**config.mk**
```make
export PLATFORM = sky130hd
export DESIGN_NAME = dcf_fuse_decode
export DESIGN_NICKNAME = d
export VERILOG_FILES = /design/src/rtl/dcf_sync2.v /design/src/rtl/dcf_osc_startup.v /design/src/rtl/dcf_fuse_decode.v
export VERILOG_INCLUDE_DIRS = /design/src /design/src/common
export SDC_FILE = /design/constraint.sdc
export NUM_CORES = 1
export LEC_CHECK = 0
export BUFFER_PORTS_ARGS = -buffer_cell sky130_fd_sc_hd__buf_2
export CORE_MARGIN = 1
export CORE_UTILIZATION = 54
export DETAILED_ROUTE_END_ITERATION = 6
export PLACE_DENSITY = 0.9
export SYNTH_ARGS = -nofsm -noshare
export SYNTH_HDL_FRONTEND = slang
export SYNTH_HIERARCHICAL = 1
export SYNTH_SLANG_ARGS = --single-unit
```
**constraint.sdc**
```tcl
create_clock -name pclk -period 3.7 [get_ports pclk]
set_clock_uncertainty 0.15 [all_clocks]
set_input_delay 0.37 -clock pclk [delete_from_list [all_inputs] [get_ports pclk]]
set_output_delay 0.37 -clock pclk [all_outputs]
set_load 0.01 [all_outputs]
```
**src/common/dcf_consts.vh**
```
// Constants for the configuration word decoder
`ifndef DCF_CONSTS_VH
`define DCF_CONSTS_VH

// ==================================================
// Configuration word layout
`define DCF_CFG_W 17
`define DCF_CFG_ERASED 17'h1ffff
`define DCF_B_CODE_PROT 0
`define DCF_B_WRITE_PROT 1
`define DCF_B_TWO_SPEED 2
`define DCF_B_PWM_LOCK 3
`define DCF_F_OSC_LO 4
`define DCF_F_OSC_HI 6
`define DCF_F_CSM_LO 7
`define DCF_F_CSM_HI 8
`define DCF_B_REMAP_ONCE 9
`define DCF_B_PIN2_FUNC 10
`define DCF_F_POSC_LO 11
`define DCF_F_POSC_HI 12
`define DCF_B_WDT_FUSE 13
`define DCF_B_WDT_WATCHDOG_WINDOW_DISABLE 14
`define DCF_B_PLL_LOCK 15
`define DCF_B_DEBUG_EN 16

// ==================================================
// Start-up oscillator codes
`define DCF_OSC_RC_DIVN 3'h7
`define DCF_OSC_RC_DIV16 3'h6
`define DCF_OSC_SLOW_RC 3'h5
`define DCF_OSC_RESERVED 3'h4
`define DCF_OSC_PRI_PLL 3'h3
`define DCF_OSC_PRI 3'h2
`define DCF_OSC_RC_PLL 3'h1
`define DCF_OSC_FAST_RC 3'h0

// ==================================================
// Primary oscillator modes
`define DCF_POSC_OFF 2'h3
`define DCF_POSC_FAST_XTAL 2'h2
`define DCF_POSC_STD_XTAL 2'h1
`define DCF_POSC_EXT_CLK 2'h0

// ==================================================
// Register byte addresses and fields
`define DCF_A_CFG_WORD 12'h000
`define DCF_A_STATUS 12'h004
`define DCF_A_RESET_CTRL 12'h008
`define DCF_A_PWM_KEY 12'h00c
`define DCF_A_REMAP_CTRL 12'h010
`define DCF_B_SOFT_WDT 0
`define DCF_B_REMAP_GO 0
`define DCF_PWM_KEY1 32'h0000abcd
`define DCF_PWM_KEY2 32'h00004321
`define DCF_RESET_CTRL_RST 1'h0

// ==================================================
// Load timing
`define DCF_LOAD_WAIT 2'h2

`endif

```
**src/rtl/dcf_sync2.v**
```verilog
// Two flip-flop synchroniser for a bus of levels
`default_nettype none
module dcf_sync2 #(
    parameter W = 1
) (
    // Clock and reset
    input wire clk,
    input wire rst_n,
    // Data
    input wire [W-1:0] d,
    output reg [W-1:0] q
);
reg [W-1:0] meta;

// ==================================================
// Synchroniser stages
always @(posedge clk or negedge rst_n) begin
    if (!rst_n) begin
        meta <= {W{1'b0}};
        q <= {W{1'b0}};
    end else begin
        meta <= d;
        q <= meta;
    end
end
endmodule
`default_nettype wire

```
**src/rtl/dcf_osc_startup.v**
```verilog
// Start-up oscillator sequencer with two-speed start
`default_nettype none
`include "dcf_consts.vh"
module dcf_osc_startup (
    // Clock and reset
    input wire clk,
    input wire rst_n,
    // Configuration
    input wire start,
    input wire two_speed,
    input wire [2:0] sel,
    input wire src_ready,
    // Status
    output reg [2:0] active_src,
    output reg on_selected
);
localparam S_IDLE = 2'h0;
localparam S_FAST_RC = 2'h1;
localparam S_SEL = 2'h2;

reg [1:0] state;
reg [1:0] next_state;
wire [2:0] target;

// Reserved code falls back to the fast RC source
assign target = (sel == `DCF_OSC_RESERVED) ? `DCF_OSC_FAST_RC : sel;

// ==================================================
// Next state
always @* begin
    next_state = state;
    case (state)
        S_IDLE: begin
            if (start) begin
                next_state = two_speed ? S_FAST_RC : S_SEL;
            end
        end
        S_FAST_RC: begin
            if (src_ready) begin
                next_state = S_SEL;
            end
        end
        S_SEL: next_state = S_SEL;
        default: next_state = S_IDLE;
    endcase
end

// ==================================================
// State and outputs
always @(posedge clk or negedge rst_n) begin
    if (!rst_n) begin
        state <= S_IDLE;
        active_src <= `DCF_OSC_FAST_RC;
        on_selected <= 1'b0;
    end else begin
        state <= next_state;
        active_src <= (next_state == S_SEL) ? target : `DCF_OSC_FAST_RC;
        on_selected <= (next_state == S_SEL);
    end
end
endmodule
`default_nettype wire

```
**src/rtl/dcf_fuse_decode.v**
```verilog
// Configuration word decoder with APB register access
//
// Functional notes
// Code-protect bit 0 protects all program memory
// Write-protect bit 0 blocks program memory writes
// Two-speed start runs fast RC first
// PWM lock demands key before writes
// Oscillator select field picks start-up source
// Programmer must never use code 100
// Switch mode: 1x none, 01 switch, 00 both
// Remap lock bit allows one reconfiguration
// Second pin: clock out or GPIO, not crystal
// Primary mode: off, fast crystal, crystal, external clock
// Fuse watchdog always runs, slow RC stays on
// Otherwise software bit runs watchdog and slow RC
// Window disable 0 means window mode
// PLL lock bit enables lock gating
// Debug enable 1 turns on TMS pull-up
// Sample at reset, hold until next reset
`default_nettype none
`include "dcf_consts.vh"
module dcf_fuse_decode (
    // APB clock and reset
    input wire pclk,
    input wire presetn,
    // APB slave
    input wire psel,
    input wire penable,
    input wire pwrite,
    input wire [11:0] paddr,
    input wire [31:0] pwdata,
    output reg [31:0] prdata,
    output reg pready,
    output reg pslverr,
    // Non-volatile configuration word and clock status
    input wire [16:0] fuse_word,
    input wire selected_src_ready,
    // Events from the surrounding chip
    input wire pwm_write_done,
    // Memory protection
    output reg code_protect_en,
    output reg write_protect_en,
    // Oscillator control
    output reg [2:0] active_osc_src,
    output reg on_selected_src,
    output reg clock_switch_en,
    output reg fail_safe_monitor_en,
    output reg pll_lock_gate_en,
    output reg primary_osc_off,
    output reg primary_osc_fast_xtal,
    output reg primary_osc_std_xtal,
    output reg primary_osc_ext_clock,
    output reg second_pin_clock_out,
    output reg second_pin_gpio,
    // Peripheral locks
    output reg pwm_write_allow,
    output reg remap_update,
    output reg remap_locked,
    // Watchdog
    output reg watchdog_run,
    output reg slow_rc_keep_on,
    output reg watchdog_window_mode,
    // Debug port
    output reg debug_port_enable,
    output reg tms_pullup_en,
    // Load status
    output reg config_loaded
);

// ==================================================
// Declarations
wire [16:0] fuse_sync;
wire src_ready_sync;
reg [16:0] cfg_word;
reg [1:0] load_cnt;
reg soft_watchdog_enable;
reg pwm_key_stage;
reg pwm_unlocked;
reg remap_used;
wire [2:0] osc_src;
wire osc_on_sel;
wire crystal_mode;
wire apb_setup;
wire apb_access;
wire apb_done;
wire wr_en;
reg addr_ok;
reg [31:0] rd_val;

wire general_code_protect;
wire general_write_protect;
wire two_speed_startup_en;
wire pulse_width_reg_lock;
wire [2:0] startup_osc_select;
wire [1:0] clock_switch_monitor_mode;
wire remap_single_config;
wire second_osc_pin_function;
wire [1:0] primary_osc_mode_select;
wire watchdog_fuse_enable;
wire watchdog_window_disable;
wire pll_lock_en_bit;
wire debug_port_bit;

// ==================================================
// Input synchronisers
dcf_sync2 #(
    .W(`DCF_CFG_W)
) u_fuse_sync (
    .clk(pclk),
    .rst_n(presetn),
    .d(fuse_word),
    .q(fuse_sync)
);

dcf_sync2 #(
    .W(1)
) u_ready_sync (
    .clk(pclk),
    .rst_n(presetn),
    .d(selected_src_ready),
    .q(src_ready_sync)
);

// ==================================================
// Configuration capture after reset release
always @(posedge pclk or negedge presetn) begin
    if (!presetn) begin
        load_cnt <= 2'h0;
        config_loaded <= 1'b0;
        cfg_word <= `DCF_CFG_ERASED;
    end else if (!config_loaded) begin
        if (load_cnt == `DCF_LOAD_WAIT) begin
            cfg_word <= fuse_sync;
            config_loaded <= 1'b1;
        end else begin
            load_cnt <= load_cnt + 2'h1;
        end
    end
end

// ==================================================
// Field extraction
assign general_code_protect = cfg_word[`DCF_B_CODE_PROT];
assign general_write_protect = cfg_word[`DCF_B_WRITE_PROT];
assign two_speed_startup_en = cfg_word[`DCF_B_TWO_SPEED];
assign pulse_width_reg_lock = cfg_word[`DCF_B_PWM_LOCK];
assign startup_osc_select = cfg_word[`DCF_F_OSC_HI:`DCF_F_OSC_LO];
assign clock_switch_monitor_mode = cfg_word[`DCF_F_CSM_HI:`DCF_F_CSM_LO];
assign remap_single_config = cfg_word[`DCF_B_REMAP_ONCE];
assign second_osc_pin_function = cfg_word[`DCF_B_PIN2_FUNC];
assign primary_osc_mode_select = cfg_word[`DCF_F_POSC_HI:`DCF_F_POSC_LO];
assign watchdog_fuse_enable = cfg_word[`DCF_B_WDT_FUSE];
assign watchdog_window_disable = cfg_word[`DCF_B_WDT_WATCHDOG_WINDOW_DISABLE];
assign pll_lock_en_bit = cfg_word[`DCF_B_PLL_LOCK];
assign debug_port_bit = cfg_word[`DCF_B_DEBUG_EN];

assign crystal_mode = (primary_osc_mode_select == `DCF_POSC_FAST_XTAL) ||
                      (primary_osc_mode_select == `DCF_POSC_STD_XTAL);

// ==================================================
// Start-up oscillator sequencer
dcf_osc_startup u_osc_startup (
    .clk(pclk),
    .rst_n(presetn),
    .start(config_loaded),
    .two_speed(two_speed_startup_en),
    .sel(startup_osc_select),
    .src_ready(src_ready_sync),
    .active_src(osc_src),
    .on_selected(osc_on_sel)
);

// ==================================================
// Decoded controls, safe values until loaded
always @(posedge pclk or negedge presetn) begin
    if (!presetn) begin
        code_protect_en <= 1'b1;
        write_protect_en <= 1'b1;
        active_osc_src <= `DCF_OSC_FAST_RC;
        on_selected_src <= 1'b0;
        clock_switch_en <= 1'b0;
        fail_safe_monitor_en <= 1'b0;
        pll_lock_gate_en <= 1'b0;
        primary_osc_off <= 1'b1;
        primary_osc_fast_xtal <= 1'b0;
        primary_osc_std_xtal <= 1'b0;
        primary_osc_ext_clock <= 1'b0;
        second_pin_clock_out <= 1'b0;
        second_pin_gpio <= 1'b0;
        watchdog_run <= 1'b0;
        slow_rc_keep_on <= 1'b0;
        watchdog_window_mode <= 1'b0;
        debug_port_enable <= 1'b0;
        tms_pullup_en <= 1'b0;
    end else if (config_loaded) begin
        code_protect_en <= ~general_code_protect;
        write_protect_en <= ~general_write_protect;
        active_osc_src <= osc_src;
        on_selected_src <= osc_on_sel;
        clock_switch_en <= ~clock_switch_monitor_mode[1];
        fail_safe_monitor_en <= (clock_switch_monitor_mode == 2'h0);
        pll_lock_gate_en <= pll_lock_en_bit;
        primary_osc_off <= (primary_osc_mode_select == `DCF_POSC_OFF);
        primary_osc_fast_xtal <= (primary_osc_mode_select == `DCF_POSC_FAST_XTAL);
        primary_osc_std_xtal <= (primary_osc_mode_select == `DCF_POSC_STD_XTAL);
        primary_osc_ext_clock <= (primary_osc_mode_select == `DCF_POSC_EXT_CLK);
        second_pin_clock_out <= ~crystal_mode & second_osc_pin_function;
        second_pin_gpio <= ~crystal_mode & ~second_osc_pin_function;
        watchdog_run <= watchdog_fuse_enable | soft_watchdog_enable;
        slow_rc_keep_on <= watchdog_fuse_enable | soft_watchdog_enable;
        watchdog_window_mode <= ~watchdog_window_disable;
        debug_port_enable <= debug_port_bit;
        tms_pullup_en <= debug_port_bit;
    end
end

// ==================================================
// APB phase decode
assign apb_setup = psel & ~penable;
assign apb_access = psel & penable;
assign apb_done = apb_access & pready;
assign wr_en = apb_done & pwrite & addr_ok;

always @* begin
    addr_ok = 1'b1;
    rd_val = 32'h0;
    case (paddr)
        `DCF_A_CFG_WORD: rd_val = {15'h0, cfg_word};
        `DCF_A_STATUS: rd_val = {26'h0, remap_used, pwm_unlocked, osc_on_sel,
            (startup_osc_select == `DCF_OSC_RESERVED), config_loaded, 1'b0};
        `DCF_A_RESET_CTRL: rd_val = {31'h0, soft_watchdog_enable};
        `DCF_A_PWM_KEY: rd_val = 32'h0;
        `DCF_A_REMAP_CTRL: rd_val = {31'h0, remap_locked};
        default: addr_ok = 1'b0;
    endcase
end

// ==================================================
// APB answer, one wait state
always @(posedge pclk or negedge presetn) begin
    if (!presetn) begin
        pready <= 1'b0;
        prdata <= 32'h0;
        pslverr <= 1'b0;
    end else begin
        pready <= apb_access & ~pready;
        if (apb_access & ~pready) begin
            prdata <= pwrite ? 32'h0 : rd_val;
            pslverr <= ~addr_ok;
        end else if (apb_setup | ~psel) begin
            prdata <= 32'h0;
            pslverr <= 1'b0;
        end
    end
end

// ==================================================
// Reset control register
always @(posedge pclk or negedge presetn) begin
    if (!presetn) begin
        soft_watchdog_enable <= `DCF_RESET_CTRL_RST;
    end else if (wr_en && paddr == `DCF_A_RESET_CTRL) begin
        soft_watchdog_enable <= pwdata[`DCF_B_SOFT_WDT];
    end
end

// ==================================================
// PWM key sequence
always @(posedge pclk or negedge presetn) begin
    if (!presetn) begin
        pwm_key_stage <= 1'b0;
        pwm_unlocked <= 1'b0;
        pwm_write_allow <= 1'b0;
    end else begin
        if (wr_en && paddr == `DCF_A_PWM_KEY) begin
            pwm_key_stage <= (pwdata == `DCF_PWM_KEY1);
        end
        if (wr_en && paddr == `DCF_A_PWM_KEY && pwm_key_stage && pwdata == `DCF_PWM_KEY2) begin
            pwm_unlocked <= 1'b1;
        end else if (pwm_write_done) begin
            pwm_unlocked <= 1'b0;
        end
        pwm_write_allow <= config_loaded &
            (~pulse_width_reg_lock | pwm_unlocked);
    end
end

// ==================================================
// Peripheral remap commit
always @(posedge pclk or negedge presetn) begin
    if (!presetn) begin
        remap_used <= 1'b0;
        remap_update <= 1'b0;
        remap_locked <= 1'b0;
    end else begin
        remap_update <= 1'b0;
        if (wr_en && paddr == `DCF_A_REMAP_CTRL &&
            pwdata[`DCF_B_REMAP_GO] && !remap_locked && config_loaded) begin
            remap_update <= 1'b1;
            remap_used <= 1'b1;
        end
        remap_locked <= config_loaded & remap_single_config &
            (remap_used | remap_update);
    end
end
endmodule
`default_nettype wire

```
==> Implementation_results.wiki <==
{| class="wikitable"
! Metric !! Value
|-
| Post-detailed-route wirelength per cell || ~15 um
|-
| Final weighted congestion of routability-driven global placement || approximately 0.76
|-
| Largest net degree at the start of global routing || between 50 and 60
|-
| Die Area || around 7800 sq um
|-
| Starting utilization of the core area || 0.5579
|-
| Synth async-reset ratio || 1.000
|-
| Part of the cycle the worst path needs || 0.6118
|-
| Resized cells post-CTS || 0
|-
| Worst min-delay path startpoint || pwm_write_done
|-
| Number of levels in the clock H-tree || 3
|-
| Kind of end point of the critical path || register
|-
| Crit-path max FO || 20
|-
| Final WL || roughly 7900 um
|-
| Number of instances in the placed design || roughly 500
|-
| Max Clk Rate || around 440 MHz
|-
| Post-route minimum period || about 2.3 ns
|-
| Beginning of the critical path || pready
|-
| Clock-pin slew reported for the worst setup and hold paths after clock tree synthesis || ~0.1 ns
|-
| Footprint of the flip-flops and latches || ~2700 sq um
|-
| # Max-Cap Violations || 0
|-
| Data required time at the worst endpoint || 3.82 ns
|-
| Netlist Area Pre-Place || a little over 4000 sq um
|-
| Max-slew violation total from the final report || 0
|-
| Aggregate global routing overflow || 0
|-
| Max stage delay cell, worst path || sky130_fd_sc_hd__and3_1
|-
| Number of warning messages in the yosys log || 6
|-
| Slowest stage delay, CP || 0.70 ns
|-
| Leading post-synthesis cells by instance count || sky130_fd_sc_hd__dfrtp_1 (86), sky130_fd_sc_hd__mux2_2 (28), sky130_fd_sc_hd__dfstp_2 (20)
|-
| Final total negative setup slack || 0 ns
|-
| Number of cell rows || 31
|-
| Power Density || approximately 420 nW/um^2
|-
| Run status || finished clean
|-
| Origin of the critical flop-to-flop path || pready
|-
| CP Class || register to register
|-
| Horizontal die dimension || between 80 and 90 um
|-
| Part of the Yosys area used for sequential elements || 0.6617
|-
| First drt pass iteration count || 4
|-
| Arrival time at the worst endpoint || 2.38 ns
|-
| Setup repair after global routing missed its margin || false
|-
| Post-synth EDFFs || 0
|-
| Worst skew pair latency || around 0.37 ns
|-
| Max VDD drop || 0.2865 mV
|-
| Library cell with the largest summed area after synthesis || sky130_fd_sc_hd__dfrtp_1
|-
| Cts bufs inserted || 9
|-
| Hold violation count in the final report || 0
|-
| Total setup violations reported at the end of the flow || 0
|-
| Overall power || between 2 and 2.5 mW
|-
| Clock net sink count || 106
|-
| TritonCTS clock tree || done
|-
| Relative slew margins || 0.3531
|-
| Critical Path Start Type || register
|-
| Height of the die || around 90 um
|-
| Post-detailed-route DRC marker count || 0
|-
| Critical Path, Cell by Cell || and3_1 -> nand4_1 -> or3_1 -> o31ai_1
|-
| Total leakage power || about 2.4 nW
|-
| Nets || 490
|-
| Proportion of layout cells with a drive suffix above 1 || 0.4550
|-
| Via count || about 2,600
|-
| Buffer levels on the longest clock path || 2
|-
| Dominant cells by area after synthesis || sky130_fd_sc_hd__dfrtp_1 (53%), sky130_fd_sc_hd__dfstp_2 (13%), sky130_fd_sc_hd__mux2_2 (7.8%), sky130_fd_sc_hd__buf_4 (3.3%), sky130_fd_sc_hd__a22o_1 (2.6%)
|-
| Number of cells in the finished layout apart from fillers || between 500 and 600
|-
| Initial antenna violation count || 0
|-
| CTS root buffer || sky130_fd_sc_hd__clkbuf_8
|-
| Antenna Nets Post-Route || 0
|-
| Share of Yosys cell area claimed by the top area cell type || 0.5318
|-
| Port Buf Inserts || 110
|-
| Boundary Pins || 126
|-
| Global-route usage over all layers || 0.2095
|-
| Cells after Synth || ~290
|-
| DP HPWL || 5523 um
|-
| Worst-margin pin slew || between 0.9 and 1 ns
|-
| Synth Register Bits || ~110
|-
| DRC violation total after the first TritonRoute iteration || about 160
|-
| Filler cell count in the final layout || 512
|-
| Post-Syn Area per Cell || approximately 14 sq um
|-
| Leading register cell type out of synthesis || sky130_fd_sc_hd__dfrtp_1
|-
| Standard cell core area || approximately 7300 sq um
|-
| Vias in the first global route || between 2,000 and 3,000
|-
| Synthesis-to-finish area growth || 23.72%
|-
| Area of the multi-input gates || ~1200 sq um
|-
| Vias per std cell || approximately 5.1
|-
| First-pass GRT wire length || approximately 12,000 um
|-
| N_diodes || 0
|-
| Library cell with the highest instance count after synthesis || sky130_fd_sc_hd__dfrtp_1
|-
| Worst hold-check path type || input pin to register
|-
| Distinct cells, synth || 44
|}
==> final cells by class <==
| type | instances | area share |
|---|---|---|
| clock buffers | 9 | 0.02474 |
| clock inverters | 7 | 0.01250 |
| inverters | 10 | 0.007498 |
| multi-input cells | 157 | 0.2412 |
| flip-flops and latches | 106 | 0.5349 |
| well taps | 99 | 0.02474 |
| repair buffers | 133 | 0.1545 |
==> stage by stage <==
stage	util	cell area (sq um)	setup WS, ns	hold slack, ns
2_1_floorplan	-	4099	2.001	-0.07559
3_3_place_gp	0.6383	4629	1.509	0.1827
3_5_place_dp	0.6383	4629	1.392	0.1847
4_1_cts	0.6902	5006	1.443	0.03066
5_1_grt	0.6902	5006	1.246	0.04116
6_report	0.6902	5006	1.436	0.05276
==> flip-flops by register name, indices dropped and copies added (netlist names), 2 cells and up <==
| name | flops |
|---|---|
| u_fuse_sync/q | 17 |
| active_osc_src | 3 |
| u_fuse_sync/meta | 17 |
| u_osc_startup/active_src | 3 |
| u_osc_startup/state | 2 |
| load_cnt | 2 |
| cfg_word | 17 |
| prdata | 17 |
==> cells by family after synthesis <==
logic type                 count (synthesis)  synth area share
muxes                                     38            0.1030
buffers and inverters                     38           0.05349
AOI/OAI and AO/OA                         36           0.06926
other                                      1         0.0009268
adders and majority gates                  5           0.01546
and+or+nand+nor                           62           0.09400
xor gates and xnor gates                   1          0.002165
DFF                                      106            0.6617
==> critical path, delay by kind of cell (launching register included) <==
kind               cells  cell delay [ns]
and+or+nand+nor        3             1.38
DFF                    1             0.39
AOI/OAI and AO/OA      1             0.26
==> worst paths after layout <==
| kind | end | slack (ns) | cells after the start |
|---|---|---|---|
| setup / recovery | pwm_key_stage | 1.44 | 4 |
| hold / removal | pwm_unlocked | 0.05 | 2 |
| setup reg to reg | pwm_key_stage | 1.44 | 4 |
| hold reg to reg | u_fuse_sync/q[8] | 0.20 | 0 |
| max in group asynchronous | primary_osc_off | 2.09 | 3 |
| min in group asynchronous | prdata[13] | 0.45 | 2 |
==> where the power goes <==
group | total (mW) | leakage, nW | switching (mW) | internal (mW)
Sequential | 1.26 | 1.27 | 0.0326 | 1.23
Combinational | 0.187 | 1.08 | 0.0962 | 0.0912
Clock | 0.654 | 0.0894 | 0.398 | 0.256
==> repair_timing <==
item,in CTS,in global routing
buffers inserted,0,0
endpoints found under the setup margin,0,0
hold endpoints to repair,63,0
hold buffers,19,0
==> per-layer routing <==
layer,vias to the layer above,GRT usage,wire (um)
met4,0,0.09238,145
met1,1282,0.2522,3261
met5,-,0,0
li1,1228,-,-
met2,119,0.3664,4037
met3,13,0.04198,435
==> cells in the final DEF (no fill, tap or decap), drive strengths merged, types with 2 or more instances in the layout <==
cell type / count
a21boi: 3
a21oi: 3
a22o: 12
buf: 114
clkbuf: 9
clkinv: 2
clkinvlp: 2
conb: 15
dfrtp: 86
dfstp: 20
dlygate4sd3: 19
ha: 5
inv: 13
mux2: 29
mux2i: 9
nand2: 19
nand3: 2
nand3b: 2
nand4: 5
nand4b: 2
nor2: 7
nor2b: 2
nor3: 4
nor4: 5
nor4b: 6
o21ai: 12
o31ai: 2
or2: 3
or3: 2
Note: power is estimated with default switching activity, not from simulation.
